**config.mk**
```make
export PLATFORM = sky130hd
export DESIGN_NAME = cseq_core_drive
export DESIGN_NICKNAME = d
export VERILOG_FILES = /design/src/cseq_pkg.sv /design/src/cseq_core_drive.sv
export VERILOG_INCLUDE_DIRS = /design/src
export SDC_FILE = /design/constraint.sdc
export NUM_CORES = 1
export LEC_CHECK = 0
export BUFFER_PORTS_ARGS = -buffer_cell sky130_fd_sc_hd__buf_4
export CAP_MARGIN = 20
export CORE_UTILIZATION = 50
export DETAILED_ROUTE_END_ITERATION = 12
export PLACE_DENSITY = 0.71
export SYNTH_ARGS = -nofsm -noshare
export SYNTH_HDL_FRONTEND = slang
export SYNTH_SLANG_ARGS = --single-unit
```
**constraint.sdc**
```tcl
create_clock -name clk_sys -period 7.2 [get_ports clk_sys]
set_clock_uncertainty 0.2 [all_clocks]
set_input_delay 0 -clock clk_sys [delete_from_list [all_inputs] [get_ports clk_sys]]
set_output_delay 0 -clock clk_sys [all_outputs]
set_load 0.05 [all_outputs]
```
**src/cseq_params.svh**
```systemverilog
// Constants for the core store address and drive sequencer.
`ifndef CSEQ_PARAMS_SVH
`define CSEQ_PARAMS_SVH
`define CSEQ_CLK_PERIOD_NS 8
`define CSEQ_READ_STEP_NS 1000
`define CSEQ_WRITE_STEP_NS 1000
`define CSEQ_INH_LEAD_NS 200
`define CSEQ_DISTURB_NS 2000
`define CSEQ_CYCLES_MIN(ns) (((ns) + `CSEQ_CLK_PERIOD_NS - 1) / `CSEQ_CLK_PERIOD_NS)
`define CSEQ_OFF_CTRL 12'h000
`define CSEQ_OFF_STATUS 12'h004
`define CSEQ_OFF_ADDR 12'h008
`define CSEQ_OFF_WDATA_LO 12'h00c
`define CSEQ_OFF_WDATA_HI 12'h010
`define CSEQ_OFF_RDATA_LO 12'h014
`define CSEQ_OFF_RDATA_HI 12'h018
`define CSEQ_CTRL_SEQ_LSB 0
`define CSEQ_CTRL_START_BIT 8
`define CSEQ_STAT_BUSY_BIT 0
`define CSEQ_STAT_ADDR_LSB 16
`define CSEQ_RST_STORAGE_ADDR 16'h0000
`define CSEQ_RST_WORD 36'h0_0000_0000
`define CSEQ_LO_FIRST 0
`define CSEQ_LO_LAST 14
`define CSEQ_MID_FIRST 15
`define CSEQ_MID_LAST 29
`endif

```
**src/cseq_pkg.sv**
```systemverilog
// Types shared by the core store address and drive sequencer.
package cseq_pkg;
  typedef enum logic [2:0] {
    ST_IDLE = 3'b000,
    ST_CLEAR = 3'b001,
    ST_READ = 3'b010,
    ST_LEAD = 3'b011,
    ST_WRITE = 3'b100,
    ST_DISTURB = 3'b101
  } cseq_state_t;
  typedef enum logic [1:0] {
    SEQ_READ = 2'b00,
    SEQ_WRITE = 2'b01,
    SEQ_WRITE_LO = 2'b10,
    SEQ_WRITE_MID = 2'b11
  } cseq_kind_t;
endpackage

```
**src/cseq_core_drive.sv**
```systemverilog
// Address latch, line decoders, step sequencer and digit controls for a 1024 x 36 core store.
`include "cseq_params.svh"
`timescale 1ns/1ps
module cseq_core_drive #(
  parameter int READ_CYC = `CSEQ_CYCLES_MIN(`CSEQ_READ_STEP_NS),
  parameter int WRITE_CYC = `CSEQ_CYCLES_MIN(`CSEQ_WRITE_STEP_NS),
  parameter int LEAD_CYC = `CSEQ_CYCLES_MIN(`CSEQ_INH_LEAD_NS),
  parameter int DIST_CYC = `CSEQ_CYCLES_MIN(`CSEQ_DISTURB_NS)
) (
  input wire logic clk_sys,
  input wire logic reset_n,
  input wire logic clk_en,
  input wire logic hsel,
  input wire logic [31:0] haddr,
  input wire logic [1:0] htrans,
  input wire logic hwrite,
  input wire logic [2:0] hsize,
  input wire logic [31:0] hwdata,
  input wire logic hready,
  output logic hreadyout,
  output logic hresp,
  output logic [31:0] hrdata,
  input wire logic [35:0] sense,
  output logic [31:0] x_read_drive,
  output logic [31:0] x_write_drive,
  output logic [31:0] y_read_drive,
  output logic [31:0] y_write_drive,
  output logic [35:0] inhibit_drive,
  output logic busy
);

  function automatic logic [3:0] dec2(input logic [1:0] a, input logic en);
    dec2 = en ? (4'h1 << a) : 4'h0;
  endfunction

  function automatic logic [7:0] dec3(input logic [2:0] a, input logic en);
    dec3 = en ? (8'h01 << a) : 8'h00;
  endfunction

  // A driver fires only where its group enable and its select pulse coincide.
  function automatic logic [31:0] drive_lines(input logic [3:0] grp, input logic [7:0] sel);
    logic [31:0] l;
    l = 32'h0000_0000;
    for (int i = 0; i < 32; i++) begin
      l[i] = grp[i / 8] & sel[i % 8];
    end
    drive_lines = l;
  endfunction

  function automatic logic [35:0] write_mask(input cseq_pkg::cseq_kind_t k);
    logic [35:0] m;
    m = 36'h0_0000_0000;
    for (int i = 0; i < 36; i++) begin
      unique case (k)
        cseq_pkg::SEQ_READ: m[i] = 1'b0;
        cseq_pkg::SEQ_WRITE: m[i] = 1'b1;
        cseq_pkg::SEQ_WRITE_LO: m[i] = (i >= `CSEQ_LO_FIRST) && (i <= `CSEQ_LO_LAST);
        cseq_pkg::SEQ_WRITE_MID: m[i] = (i >= `CSEQ_MID_FIRST) && (i <= `CSEQ_MID_LAST);
      endcase
    end
    write_mask = m;
  endfunction

  cseq_pkg::cseq_state_t state_r;
  cseq_pkg::cseq_kind_t kind_r;
  logic [11:0] cnt_r;
  logic [15:0] storage_address_reg_r;
  logic [9:0] core_address_reg_r;
  logic [35:0] wdata_r;
  logic [35:0] rdata_r;
  logic [35:0] input_restore_flop_r;
  logic [35:0] sense_s1_r;
  logic [35:0] sense_s2_r;
  logic [35:0] sense_s3_r;
  logic [35:0] sense_q_r;
  logic wr_pend_r;
  logic [11:0] wr_addr_r;
  logic start_req;
  logic accept;
  logic step_end;
  logic read_enable;
  logic read_pulse;
  logic write_enable;
  logic write_pulse;
  logic inh_dist_enable;
  logic disturb_enable;
  logic [35:0] wmask;
  logic [3:0] x_group_enable;
  logic [7:0] x_low_select_pulse;
  logic [3:0] x_group_wr;
  logic [7:0] x_low_wr;
  logic [3:0] y_group_enable;
  logic [7:0] y_low_select_pulse;
  logic [3:0] y_group_wr;
  logic [7:0] y_low_wr;

  // Zero wait states; a low clock enable stalls the bus with the rest of the block.
  assign hreadyout = clk_en;
  assign hresp = 1'b0;
  assign busy = (state_r != cseq_pkg::ST_IDLE);
  assign start_req = wr_pend_r && (wr_addr_r == `CSEQ_OFF_CTRL) && hwdata[`CSEQ_CTRL_START_BIT];
  assign accept = start_req && !busy;
  assign step_end = (cnt_r == 12'h000);
  assign wmask = write_mask(kind_r);

  // Access control timing signals gating the decoders and the inhibit drivers.
  assign read_enable = (state_r == cseq_pkg::ST_READ);
  assign read_pulse = read_enable;
  assign write_enable = (state_r == cseq_pkg::ST_WRITE);
  assign write_pulse = write_enable;
  assign inh_dist_enable = (state_r == cseq_pkg::ST_LEAD) || (state_r == cseq_pkg::ST_WRITE) ||
                           (state_r == cseq_pkg::ST_DISTURB);
  assign disturb_enable = (state_r == cseq_pkg::ST_DISTURB);

  assign x_group_enable = dec2(core_address_reg_r[4:3], read_enable);
  assign x_low_select_pulse = dec3(core_address_reg_r[2:0], read_pulse);
  assign x_group_wr = dec2(core_address_reg_r[4:3], write_enable);
  assign x_low_wr = dec3(core_address_reg_r[2:0], write_pulse);
  assign y_group_enable = dec2(core_address_reg_r[9:8], read_enable);
  assign y_low_select_pulse = dec3(core_address_reg_r[7:5], read_pulse);
  assign y_group_wr = dec2(core_address_reg_r[9:8], write_enable);
  assign y_low_wr = dec3(core_address_reg_r[7:5], write_pulse);

  // Sense inputs arrive from the planes; a change counts once stages two and three agree.
  always_ff @(posedge clk_sys or negedge reset_n) begin
    if (!reset_n) begin
      sense_s1_r <= 36'h0_0000_0000;
      sense_s2_r <= 36'h0_0000_0000;
      sense_s3_r <= 36'h0_0000_0000;
      sense_q_r <= 36'h0_0000_0000;
    end else if (clk_en) begin
      sense_s1_r <= sense;
      sense_s2_r <= sense_s1_r;
      sense_s3_r <= sense_s2_r;
      sense_q_r <= (sense_s2_r & sense_s3_r) | (sense_q_r & (sense_s2_r | sense_s3_r));
    end
  end

  // Bus address phase; writes complete in the data phase, read data is loaded for it.
  always_ff @(posedge clk_sys or negedge reset_n) begin
    if (!reset_n) begin
      wr_pend_r <= 1'b0;
      wr_addr_r <= 12'h000;
      hrdata <= 32'h0000_0000;
    end else if (clk_en) begin
      wr_pend_r <= hsel && htrans[1] && hwrite && hready && (hsize == 3'b010) && (haddr[31:12] == 20'h0_0000);
      wr_addr_r <= haddr[11:0];
      if (hsel && htrans[1] && !hwrite && hready) begin
        hrdata <= 32'h0000_0000;
        if (haddr[31:12] == 20'h0_0000) begin
          unique case (haddr[11:0])
            `CSEQ_OFF_CTRL: hrdata[`CSEQ_CTRL_SEQ_LSB +: 2] <= kind_r;
            `CSEQ_OFF_STATUS: begin
              hrdata[`CSEQ_STAT_BUSY_BIT] <= busy;
              hrdata[`CSEQ_STAT_ADDR_LSB +: 10] <= core_address_reg_r;
            end
            `CSEQ_OFF_ADDR: hrdata[15:0] <= storage_address_reg_r;
            `CSEQ_OFF_WDATA_LO: hrdata <= wdata_r[31:0];
            `CSEQ_OFF_WDATA_HI: hrdata[3:0] <= wdata_r[35:32];
            `CSEQ_OFF_RDATA_LO: hrdata <= rdata_r[31:0];
            `CSEQ_OFF_RDATA_HI: hrdata[3:0] <= rdata_r[35:32];
            default: hrdata <= 32'h0000_0000;
          endcase
        end
      end
    end
  end

  always_ff @(posedge clk_sys or negedge reset_n) begin
    if (!reset_n) begin
      storage_address_reg_r <= `CSEQ_RST_STORAGE_ADDR;
      wdata_r <= `CSEQ_RST_WORD;
    end else if (clk_en && wr_pend_r) begin
      if (wr_addr_r == `CSEQ_OFF_ADDR) begin
        storage_address_reg_r <= hwdata[15:0];
      end
      if (wr_addr_r == `CSEQ_OFF_WDATA_LO) begin
        wdata_r[31:0] <= hwdata;
      end
      if (wr_addr_r == `CSEQ_OFF_WDATA_HI) begin
        wdata_r[35:32] <= hwdata[3:0];
      end
    end
  end

  // Step sequencer: clear flops, read, inhibit lead, write, disturb.
  always_ff @(posedge clk_sys or negedge reset_n) begin
    if (!reset_n) begin
      state_r <= cseq_pkg::ST_IDLE;
      cnt_r <= 12'h000;
    end else if (clk_en) begin
      unique case (state_r)
        cseq_pkg::ST_IDLE: begin
          if (accept) begin
            state_r <= cseq_pkg::ST_CLEAR;
          end
        end
        cseq_pkg::ST_CLEAR: begin
          state_r <= cseq_pkg::ST_READ;
          cnt_r <= 12'(READ_CYC - 1);
        end
        cseq_pkg::ST_READ: begin
          if (step_end) begin
            state_r <= cseq_pkg::ST_LEAD;
            cnt_r <= 12'(LEAD_CYC - 1);
          end else begin
            cnt_r <= cnt_r - 12'h001;
          end
        end
        cseq_pkg::ST_LEAD: begin
          if (step_end) begin
            state_r <= cseq_pkg::ST_WRITE;
            cnt_r <= 12'(WRITE_CYC - 1);
          end else begin
            cnt_r <= cnt_r - 12'h001;
          end
        end
        cseq_pkg::ST_WRITE: begin
          if (step_end) begin
            state_r <= cseq_pkg::ST_DISTURB;
            cnt_r <= 12'(DIST_CYC - 1);
          end else begin
            cnt_r <= cnt_r - 12'h001;
          end
        end
        cseq_pkg::ST_DISTURB: begin
          if (step_end) begin
            state_r <= cseq_pkg::ST_IDLE;
          end else begin
            cnt_r <= cnt_r - 12'h001;
          end
        end
        default: begin
          state_r <= cseq_pkg::ST_IDLE;
        end
      endcase
    end
  end

  always_ff @(posedge clk_sys or negedge reset_n) begin
    if (!reset_n) begin
      kind_r <= cseq_pkg::SEQ_READ;
      core_address_reg_r <= 10'h000;
    end else if (clk_en && accept) begin
      kind_r <= cseq_pkg::cseq_kind_t'(hwdata[`CSEQ_CTRL_SEQ_LSB +: 2]);
      core_address_reg_r <= storage_address_reg_r[9:0];
    end
  end

  // Digit controls: plane n exchanges data with word bit n only.
  always_ff @(posedge clk_sys or negedge reset_n) begin
    if (!reset_n) begin
      input_restore_flop_r <= 36'h0_0000_0000;
      rdata_r <= `CSEQ_RST_WORD;
    end else if (clk_en) begin
      if (accept && (hwdata[`CSEQ_CTRL_SEQ_LSB +: 2] == cseq_pkg::SEQ_READ)) begin
        rdata_r <= `CSEQ_RST_WORD;
      end
      if (state_r == cseq_pkg::ST_CLEAR) begin
        input_restore_flop_r <= 36'h0_0000_0000;
      end else if (state_r == cseq_pkg::ST_READ) begin
        input_restore_flop_r <= input_restore_flop_r | (sense_q_r & ~wmask) |
                                (step_end ? (wdata_r & wmask) : 36'h0_0000_0000);
        if (kind_r == cseq_pkg::SEQ_READ) begin
          rdata_r <= rdata_r | sense_q_r;
        end
      end
    end
  end

  // Drive outputs are registered from the decoded step signals.
  always_ff @(posedge clk_sys or negedge reset_n) begin
    if (!reset_n) begin
      x_read_drive <= 32'h0000_0000;
      x_write_drive <= 32'h0000_0000;
      y_read_drive <= 32'h0000_0000;
      y_write_drive <= 32'h0000_0000;
      inhibit_drive <= 36'h0_0000_0000;
    end else if (clk_en) begin
      x_read_drive <= drive_lines(x_group_enable, x_low_select_pulse);
      x_write_drive <= drive_lines(x_group_wr, x_low_wr);
      y_read_drive <= drive_lines(y_group_enable, y_low_select_pulse);
      y_write_drive <= drive_lines(y_group_wr, y_low_wr);
      inhibit_drive <= (inh_dist_enable ? ~input_restore_flop_r : 36'h0_0000_0000) |
                       (disturb_enable ? 36'hf_ffff_ffff : 36'h0_0000_0000);
    end
  end

  a_addr_latch: assert property (@(posedge clk_sys) disable iff (!reset_n)
    clk_en && accept |=> core_address_reg_r == $past(storage_address_reg_r[9:0]))
    else $error("core address not copied from storage address");

  a_read_onehot: assert property (@(posedge clk_sys) disable iff (!reset_n)
    clk_en && state_r == cseq_pkg::ST_READ |=> $onehot(x_read_drive) && $onehot(y_read_drive) &&
    x_write_drive == 32'h0000_0000)
    else $error("read step does not drive exactly one X and one Y line");

  a_write_line: assert property (@(posedge clk_sys) disable iff (!reset_n)
    clk_en && state_r == cseq_pkg::ST_WRITE |=> x_write_drive == (32'h0000_0001 << core_address_reg_r[4:0]) &&
    y_write_drive == (32'h0000_0001 << core_address_reg_r[9:5]) && x_read_drive == 32'h0000_0000)
    else $error("write step drives the wrong line");

  a_inhibit_zero: assert property (@(posedge clk_sys) disable iff (!reset_n)
    clk_en && (state_r == cseq_pkg::ST_LEAD || state_r == cseq_pkg::ST_WRITE) |=>
    inhibit_drive == ~input_restore_flop_r)
    else $error("inhibit does not follow zero digit flops");

  a_disturb_all: assert property (@(posedge clk_sys) disable iff (!reset_n)
    clk_en && state_r == cseq_pkg::ST_DISTURB |=> inhibit_drive == 36'hf_ffff_ffff &&
    x_write_drive == 32'h0000_0000)
    else $error("disturb not applied to every plane");

  a_disturb_len: assert property (@(posedge clk_sys) disable iff (!reset_n)
    clk_en && state_r == cseq_pkg::ST_WRITE && step_end |=>
    state_r == cseq_pkg::ST_DISTURB && cnt_r == 12'(DIST_CYC - 1))
    else $error("disturb tail has the wrong length");

  a_read_quiet: assert property (@(posedge clk_sys) disable iff (!reset_n)
    clk_en && state_r == cseq_pkg::ST_READ |=> inhibit_drive == 36'h0_0000_0000)
    else $error("inhibit active during read step");

  a_flops_clear: assert property (@(posedge clk_sys) disable iff (!reset_n)
    clk_en && state_r == cseq_pkg::ST_CLEAR |=> input_restore_flop_r == 36'h0_0000_0000)
    else $error("digit flops not cleared at sequence start");

  a_busy_refuse: assert property (@(posedge clk_sys) disable iff (!reset_n)
    clk_en && busy && start_req |=> $stable(core_address_reg_r) && $stable(kind_r))
    else $error("initiate accepted while busy");

  a_write_no_sense: assert property (@(posedge clk_sys) disable iff (!reset_n)
    clk_en && state_r == cseq_pkg::ST_READ && kind_r != cseq_pkg::SEQ_READ |=> $stable(rdata_r))
    else $error("sense passed to word register in a write sequence");

endmodule

```
==> flow_summary_export.csv, run 1 <==
group,metric,value,unit
worst_setup_path,worstPathRequired,7500,ps
worst_setup_path,reg2reg_from,"wr_addr_r[0]$_DFFE_PN0P_",
run_status,run_status,"complete, no violations",
sta,slew_viol_final,0,
sta,tightest_slew,1100,ps
die,io_pins,310,
clocking,postCtsSetupBuffers,0,
clocking,cts_max_level,2,
route,vias,16000,
route,via_per_inst,5.78,
worst_setup_path,startpoint,"clk_en",
worst_setup_path,reg2reg_depth,6,
clocking,cts_sinks,504,
synthesis,synth_area,20700,sq um
global_routing,antenna_found_initial,3,
layout,nets,2319,
synthesis,ys_async_sr_fraction,100,%
pwr,irDropWorstVdd,0.000162,V
worst_setup_path,cp_max_fo,71,
global_routing,grt_max_degree,166,
global_routing,grtUsageTotal,27.3,%
flow_run,drv_cap,0,
layout,fin_area,26900,sq um
worst_setup_path,worstSetupPathType,"in2reg",
clocking,cts_root_buf,"clkbuf_16",
worst_setup_path,crit_path_end_kind,"flop",
pwr,leakagePower,0.0123,uW
clocking,clock_path_buffers,3,
pwr,p_per_area,286,nW/um^2
worst_setup_path,worst_setup_path_start_kind,"input port",
route,drt-pass1-iter-count,5,
synthesis,ys.flop_type,"dfrtp_1",
route,drt-total-wl,57200,microns
min_path,holdCritPathClass,"in2reg",
synthesis,synthTopCellsByCount,"dfrtp_1, o21ai_0, nand2_1",
sta,setup_violations,0,
die,die_y,205,microns
layout,syn_to_final_growth,29.8,%
synthesis,synth-seq-cells,504,
global_routing,grt_pass1_wl,89200,microns
synthesis,synthesis.nets,1892,
sta,period_minus_slack,3330,ps
clocking,cts_tree,"built",
synthesis,netlist.area_leader.share,61.0,%
sta,fmax,0.300,GHz
worst_setup_path,regToRegEndpoint,"rdata_r[22]$_DFFE_PN0P_",
synthesis,yosysMostFrequentCell,"dfrtp_1",
synthesis,synth_cells,1776,
layout,layout-drive-gt1-share,26.5,%
sta,rsz0062_at_grt,"no",
worst_setup_path,worstSetupEndpoint,"hrdata[19]$_DFFE_PN0P_",
sta,finalHoldViolCount,0,
synthesis,synth_cell_type_count,69,
route,antenna_left,0,
die,rows,74,
route,wire_per_inst,20.6,microns
die,fp.dieW,205,microns
placed_design,placement.io_buffers,307,
sta,fin_crit_sh,46.3,%
synthesis,yosysTopAreaCell,"dfrtp_1",
global_routing,grt_pass1_vias,15800,
route,drt_iter0_markers,1377,
placed_design,dpl.hpwl,36500,microns
worst_setup_path,r2r_slack,4040,ps
synthesis,synth_area_leaders,"dfrtp_1, mux2_2, o2bb2ai_1",
clocking,cts_made_buffers,52,
placed_design,routabilityCongestion,0.889,
synthesis,postSynthAreaPerCell,11.6,sq um
die,core-area,40800,sq um
die,start_util,50.7,%
route,route.detailed.drc,0,
die,dieArea,42200,sq um
synthesis,yosysSeqAreaShare,61.0,%
worst_setup_path,cp.arrival,3630,ps
sta,worst_slew_margin_rel,26.8,%
placed_design,placed_cell_area,23300,sq um
synthesis,ys_warn_count,0,
sta,worst_slack,3870,ps
clocking,clk_pin_slew,60,ps
global_routing,grt_overflow,0,
sta,finalSetupTns,0,ps
synthesis,synth_edf_count,0,
placed_design,place_ws,3960,ps
clocking,insertion_delay,590,ps
==> worst min-delay path by stage <==
stage               depth (start not counted)                                   end  startpoint
floorplan                                   0                  cnt_r[0]$_DFFE_PN0P_     reset_n
detailed placement                          1          x_read_drive[18]$_DFFE_PN0P_     reset_n
global route                                3               wdata_r[14]$_DFFE_PN0P_  hwdata[14]
CTS                                         3               wdata_r[14]$_DFFE_PN0P_  hwdata[14]
global placement                            1          x_read_drive[10]$_DFFE_PN0P_     reset_n
finish                                      3  storage_address_reg_r[6]$_DFFE_PN0P_   hwdata[6]
==> cell usage in the layout, fill, tap and decap left out, types with 15 or more instances in the layout <==
master / n
o21ai_0: 168
nor2_1: 93
dfrtp_1: 504
clkbuf_1: 17
a21oi_1: 91
a22oi_1: 18
o21ai_1: 20
o22a_1: 37
a31oi_1: 23
dlygate4sd3_1: 174
clkbuf_16: 53
buf_4: 323
a22o_1: 15
nor2b_1: 23
mux2_2: 160
nand3_1: 18
inv_1: 43
o2bb2ai_1: 128
nand2_1: 162
==> cell families (layout without fill, tap and decap cells) <==
logic type      count (synthesis)  count (layout)  share of synthesized area [%]
compound gates                539             539                           17.4
flops                         504             504                           61.0
simple gates                  389             389                           8.96
buf+inv                       174             641                           3.34
mux                           163             163                           8.98
fa+ha+maj                       5               5                          0.302
other cells                     1               3                         0.0181
xor+xnor                        1               1                         0.0423
==> cell type report <==
class	instances	area, sq um
inverter	45	171
multi-input combinational	1098	7410
tap	532	666
clock buffer	83	1570
clock inverter	11	159
timing repair buffer	502	4260
fill	3104	14000
sequential	504	12600
antenna	2	5.00
==> critical path, stage by stage <==
cell,delay (ps)
dlygate4sd3_1,540
clkbuf_8,450
nand3b_1,120
dlygate4sd3_1,580
buf_4,290
or3_1,710
a2111o_1,680
o21ai_1,200
==> layer usage <==
layer	GRT usage, %	wire [microns]
met1	38.1	24900
met2	43.6	27100
met3	5.16	4010
met4	7.59	1290
met5	0	0
==> per-stage QoR <==
step	power, uW	instances	utilization (%)	hold WS (ps)
after floorplan	4380	1776	-	-496
after global placement	4860	2505	57.2	-87.0
after detailed placement	4920	2505	57.2	-79.7
after CTS	7720	2774	65.7	1.89
after global routing	8040	2776	65.8	3.56
final	7690	2777	65.8	21.9
==> sequential cells by signal, summed over array words and instances, names as in the netlist <==
signal	count
cnt_r	12
state_r	3
x_write_drive	32
wr_pend_r	1
x_read_drive	32
sense_s3_r	36
wr_addr_r	12
storage_address_reg_r	16
hrdata	32
rdata_r	36
sense_s1_r	36
sense_s2_r	36
wdata_r	36
kind_r	2
inhibit_drive	36
y_write_drive	32
sense_q_r	36
y_read_drive	32
input_restore_flop_r	36
core_address_reg_r	10
==> where the power goes <==
part           switching [uW]  internal (uW)  leakage (uW)
sequential                340           3220       0.00656
combinational             846            567       0.00490
clock                    1090           1630      0.000851
total                    2280           5420        0.0123
==> repair_timing <==
action	in CTS	in global routing
gates resized for setup	0	0
hold buffers	175	0
hold endpoints to repair	321	0
Note: power is estimated with default switching activity, not from simulation.
==> inputs of run 2 (changes only) <==
==> constraint.sdc (replaced) <==
create_clock -name clk_sys -period 3.37 [get_ports clk_sys]
set_clock_uncertainty 0.2 [all_clocks]
set_input_delay 0 -clock clk_sys [delete_from_list [all_inputs] [get_ports clk_sys]]
set_output_delay 0 -clock clk_sys [all_outputs]
set_load 0.05 [all_outputs]
==> run 2 against run 1 <==
  * Critical path depth did not move
  * Final cell count down 0.40%
  * Worst setup slack got worse by 3200 ps
  * Final area decreased by 0.39%
  * Via count rose by 0.69%
  * Die area unchanged
  * Register-to-register slack got worse by 3400 ps
  * Non-clock buffer count decreased by 11
  * Flip-flop and latch count unchanged
  * First-iteration DRC count down 3.1%
  * Count of clock-buffer cells in the layout shrank 7
  * Largest cell class unchanged
==> flow_summary_export.csv, run 2 (same netlist as run 1, synthesis figures left out) <==
group,metric,value,unit
flow_run,drv_cap,0,
worst_setup_path,crit_path_end_kind,"flop",
placed_design,dpl.hpwl,37000,microns
worst_setup_path,worstPathRequired,3630,ps
run_status,run_status,"complete, no violations",
min_path,hp-start,"hwdata[10]",
layout,layout-drive-gt1-share,27.3,%
sta,tightest_slew,1010,ps
clocking,cts_tree,"built",
die,io_pins,310,
global_routing,grtUsageMet1,38.1,%
route,drt_iter0_markers,1335,
clocking,cts_root_buf,"clkbuf_16",
worst_setup_path,reg2reg_from,"cnt_r[0]$_DFFE_PN0P_",
clocking,cts_max_level,2,
layout,final_common_cell,"dfrtp_1",
layout,syn_to_final_growth,29.3,%
route,drt-total-wl,57900,microns
route,wire_per_inst,20.9,microns
die,fp.dieW,205,microns
worst_setup_path,cp_max_fo,29,
die,rows,74,
sta,slew_viol_final,0,
clocking,clock_path_buffers,3,
global_routing,grt_pass1_vias,15900,
sta,rsz0062_at_grt,"no",
worst_setup_path,reg2reg_depth,8,
global_routing,grtUsageTotal,27.6,%
clocking,insertion_delay,590,ps
pwr,design_power_total,16200,uW
pwr,leakagePower,0.0123,uW
route,via_per_inst,5.84,
global_routing,antenna_found_initial,4,
clocking,cts_sinks,504,
min_path,holdCritPathClass,"in2reg",
route,drt-pass1-iter-count,6,
sta,finalHoldViolCount,0,
route,route.detailed.drc,0,
pwr,p_per_area,605,nW/um^2
global_routing,grt_pass1_wl,90000,microns
placed_design,placement.io_buffers,307,
die,start_util,50.7,%
layout,most-common-layout-cells,"dfrtp_1, buf_4, o21ai_0",
worst_setup_path,worstSetupPathType,"reg2reg",
global_routing,grt_max_degree,129,
die,die_y,205,microns
pwr,irDropWorstVdd,0.000375,V
sta,worst_slew_margin_rel,32.5,%
sta,fmax,0.364,GHz
placed_design,routabilityCongestion,0.907,
min_path,min_path_cells,3,
global_routing,grt_busiest_layer,"met2",
global_routing,met2_usage,44.7,%
clocking,clk_pin_slew,70,ps
placed_design,place_ws,693,ps
worst_setup_path,cp.arrival,3000,ps
layout,nets,2307,
sta,fin_crit_sh,81.5,%
route,vias,16200,
clocking,cts_made_buffers,51,
route,antenna_left,0,
global_routing,grt_overflow,0,
clocking,postCtsSetupBuffers,0,
die,dieArea,42200,sq um
worst_setup_path,worst_setup_path_start_kind,"flop",
sta,setup_violations,0,
global_routing,use_met3,4.31,%
die,core-area,40800,sq um
sta,period_minus_slack,2750,ps
worst_setup_path,startpoint,"cnt_r[0]$_DFFE_PN0P_",
sta,finalSetupTns,0,ps
sta,worst_slack,624,ps
==> run 2: layer usage <==
metal,wire [microns],up-vias
li1,-,7248
met4,1570,0
met1,24500,8157
met2,27600,643
met5,0,-
met3,4210,107
==> run 2: critical path, cell delays in order (launching register included) <==
cell and delay (ps):
dfrtp_1 460, inv_1 140, ha_1 160, nor4b_1 470, and3_2 530, buf_12 260, nand2_1 100, a21oi_1 180
o22ai_1 100
==> run 2: worst paths after layout <==
path                                                    endpoint  slack (ps)
max in group asynchronous          y_write_drive[19]$_DFFE_PN0P_        2070
min                        storage_address_reg_r[10]$_DFFE_PN0P_          20
max                                       state_r[2]$_DFFE_PN0P_         620
min reg2reg                         x_write_drive[2]$_DFFE_PN0P_         280
max reg2reg                               state_r[2]$_DFFE_PN0P_         620
min in group asynchronous            x_read_drive[2]$_DFFE_PN0P_         480
==> run 2: area by class of cell <==
| type | count | area, sq um |
|---|---|---|
| multi-input cells | 1098 | 7410 |
| diodes | 5 | 12.5 |
| repair buffers | 491 | 4230 |
| fillers | 3065 | 14100 |
| well taps | 532 | 666 |
| clock inverters | 15 | 121 |
| flip-flops and latches | 504 | 12600 |
| inverters | 45 | 171 |
| clock buffers | 76 | 1530 |
==> run 2: power breakdown <==
group	switching, uW	leakage (uW)	internal, uW	total [uW]
Sequential	746	0.00656	6880	7630
Clock	2350	0.000822	3210	5570
Combinational	1780	0.00490	1200	2980
==> run 2: metrics by stage <==
| step | utilization (%) | hold WS [ps] | std cells | cell area (sq um) |
|---|---|---|---|---|
| floorplan | - | -496 | 1776 | 20700 |
| global placement | 57.6 | -160 | 2517 | 23500 |
| detailed placement | 57.6 | -156 | 2517 | 23500 |
| CTS | 65.5 | 0.583 | 2761 | 26700 |
| global route | 65.5 | 13.3 | 2764 | 26700 |
| finish | 65.5 | 18.4 | 2766 | 26800 |
==> run 2: repair_timing <==
action	in CTS	in global routing
gates resized for setup	0	0
hold buffers	153	0
hold endpoints to repair	700	0
==> inputs of run 3 (changes only) <==
--- a/config.mk
+++ b/config.mk
@@ -10,7 +10,7 @@
 export CAP_MARGIN = 20
 export CORE_UTILIZATION = 50
 export DETAILED_ROUTE_END_ITERATION = 12
-export PLACE_DENSITY = 0.71
+export PLACE_DENSITY = 0.74
 export SYNTH_ARGS = -nofsm -noshare
 export SYNTH_HDL_FRONTEND = slang
 export SYNTH_SLANG_ARGS = --single-unit
==> constraint.sdc (replaced) <==
create_clock -name clk_sys -period 2.35 [get_ports clk_sys]
set_clock_uncertainty 0.2 [all_clocks]
set_input_delay 0 -clock clk_sys [delete_from_list [all_inputs] [get_ports clk_sys]]
set_output_delay 0 -clock clk_sys [all_outputs]
set_load 0.05 [all_outputs]
==> run 3 against run 2 <==
  * Final cell count is 1.7% higher
  * Maximum frequency up 20%
  * Flip-flop and latch count unchanged
  * Global-route usage grew 0.27 points
  * Die area stayed put
  * Final area up 2.0%
  * Sequential power up 43%
  * Critical endpoint is now storage_address_reg_r[12]$_DFFE_PN0P_
  * Count of clock-buffer cells in the layout fell by 3
  * Critical path depth shrank 2
  * Worst hold slack better by 13 ps
==> flow_summary_export.csv, run 3 (same netlist as run 1, synthesis figures left out) <==
group,metric,value,unit
placed_design,placed_cell_area,23900,sq um
die,io_pins,310,
sta,fin_crit_sh,97.7,%
route,drt_iter0_markers,1636,
clocking,cts_root_buf,"clkbuf_16",
die,start_util,50.7,%
worst_setup_path,worst_setup_path_start_kind,"flop",
sta,holdWs,31.1,ps
sta,fmax,0.435,GHz
layout,layout-drive-gt1-share,28.9,%
die,fp.dieW,205,microns
min_path,holdCritPathClass,"in2reg",
placed_design,routabilityCongestion,0.922,
route,route.detailed.drc,0,
min_path,min_path_cells,3,
layout,fillers,2943,
placed_design,dpl.hpwl,38000,microns
global_routing,grt_overflow,0,
clocking,cts_max_level,2,
sta,slew_viol_final,0,
worst_setup_path,cp.arrival,2570,ps
route,wire_per_inst,20.8,microns
layout,nets,2357,
layout,layout.area.seq,12600,sq um
worst_setup_path,cp_top_family,"simple AND/OR/NAND/NOR gates",
min_path,hp-start,"hwdata[7]",
route,vias,16500,
route,antenna_left,0,
die,dieArea,42200,sq um
worst_setup_path,slowest_stage,"dfrtp_1",
sta,finalHoldViolCount,0,
flow_run,drv_cap,0,
layout,syn_to_final_growth,31.9,%
die,core-area,40800,sq um
worst_setup_path,cp_max_fo,16,
die,rows,74,
route,drt-total-wl,58500,microns
clocking,cts_sinks,504,
worst_setup_path,worstPathRequired,2620,ps
pwr,irDropWorstVdd,0.000563,V
worst_setup_path,r2r_slack,50,ps
global_routing,grtUsageTotal,27.9,%
pwr,design_power_total,23600,uW
sta,worst_slew_margin_rel,32.9,%
global_routing,grt_max_degree,172,
worst_setup_path,reg2reg_depth,6,
clocking,cts_made_buffers,51,
worst_setup_path,reg2reg_from,"wr_addr_r[6]$_DFFE_PN0P_",
min_path,min_to,"wdata_r[7]$_DFFE_PN0P_",
clocking,clock_path_buffers,3,
worst_setup_path,regToRegEndpoint,"storage_address_reg_r[12]$_DFFE_PN0P_",
layout,multi_input_area,7450,sq um
sta,period_minus_slack,2300,ps
layout,final_common_cell,"dfrtp_1",
placed_design,placement.io_buffers,307,
sta,tightest_slew,1010,ps
pwr,leakagePower,0.0125,uW
global_routing,grt_pass1_wl,91500,microns
route,drt-pass1-iter-count,6,
route,via_per_inst,5.85,
worst_setup_path,crit_chain,"nor4b_2 -> nand4_1 -> or2_4 -> nor3b_4 -> buf_12 -> mux2_2",
worst_setup_path,crit_path_end_kind,"flop",
worst_setup_path,critPathBufInv,1,
worst_setup_path,worstSetupPathType,"reg2reg",
sta,setup_violations,0,
worst_setup_path,slowest_delay,390,ps
clocking,clk_pin_slew,60,ps
global_routing,antenna_found_initial,0,
run_status,run_status,"complete, no violations",
clocking,insertion_delay,590,ps
pwr,p_per_area,864,nW/um^2
die,die_y,205,microns
clocking,cts_tree,"built",
layout,antenna_cells,0,
sta,rsz0062_at_grt,"yes",
layout,most-common-layout-cells,"dfrtp_1, buf_4, o21ai_0",
global_routing,grt_pass1_vias,16200,
layout,fin_area,27300,sq um
## run 3: cell types whose count changed in the layout (fill, tap and decap cells not counted), sizes merged
cell         before  now
bufinv            1    3
clkinv           13   12
dlygate4sd3     152  160
inv              45   46
buf             338  380
clkbuf           77   74
diode             5    0
clkinvlp          1    3
## run 3: area by class of cell
| cell class | instances | area share, % |
|---|---|---|
| inverters | 45 | 0.628 |
| multi-input cells | 1098 | 27.3 |
| well taps | 532 | 2.44 |
| clock buffers | 73 | 5.54 |
| flip-flops and latches | 504 | 46.2 |
| repair buffers | 541 | 17.2 |
| clock inverters | 19 | 0.678 |
## run 3: stage by stage
stage | setup WS (ps) | utilization (%) | TNS (ps) | cells
4_1_cts | 12.3 | 66.8 | 0 | 2812
5_1_grt | -16.7 | 66.8 | -125 | 2812
2_1_floorplan | 3.46 | - | 0 | 1776
3_5_place_dp | 31.0 | 58.6 | 0 | 2559
3_3_place_gp | 90.8 | 58.6 | 0 | 2559
6_report | 53.0 | 66.8 | 0 | 2812
## run 3: where the power goes
part	switching (uW)	internal (uW)	total, uW
registers	994	9870	10900
logic	2680	1810	4500
clock network	3410	4800	8210
total	7090	16500	23600
## run 3: worst max path at each step
stage,cells past startpoint,startpoint,endpoint
floorplan,9,cnt_r[0]$_DFFE_PN0P_,state_r[2]$_DFFE_PN0P_
global placement,6,wr_addr_r[6]$_DFFE_PN0P_,storage_address_reg_r[14]$_DFFE_PN0P_
detailed placement,6,wr_addr_r[6]$_DFFE_PN0P_,storage_address_reg_r[12]$_DFFE_PN0P_
CTS,6,wr_addr_r[1]$_DFFE_PN0P_,storage_address_reg_r[3]$_DFFE_PN0P_
global route,6,wr_addr_r[6]$_DFFE_PN0P_,storage_address_reg_r[3]$_DFFE_PN0P_
finish,6,wr_addr_r[6]$_DFFE_PN0P_,storage_address_reg_r[12]$_DFFE_PN0P_
## run 3: repair_timing
action                                 in CTS  in global routing
endpoints found under the hold margin     716                  0
buffers inserted                            0                  0
gates resized for setup                     0                 10
hold buffers                              161                  0
setup endpoints to repair                   0                 53
## run 3: worst reg2reg max path, delay by kind of cell (launching register included)
family        cells  cell delay, ps
buf+inv           1             200
mux               1             360
simple gates      4            1020
flops             1             390
## run 3: per-layer routing
metal  up-vias  track usage [%]  wire (microns)
li1       7363                -               -
met1      8217             38.4           24600
met2       735             44.4           27500
met3       135             4.80            4350
met4         0             10.7            2010
met5         -                0               0
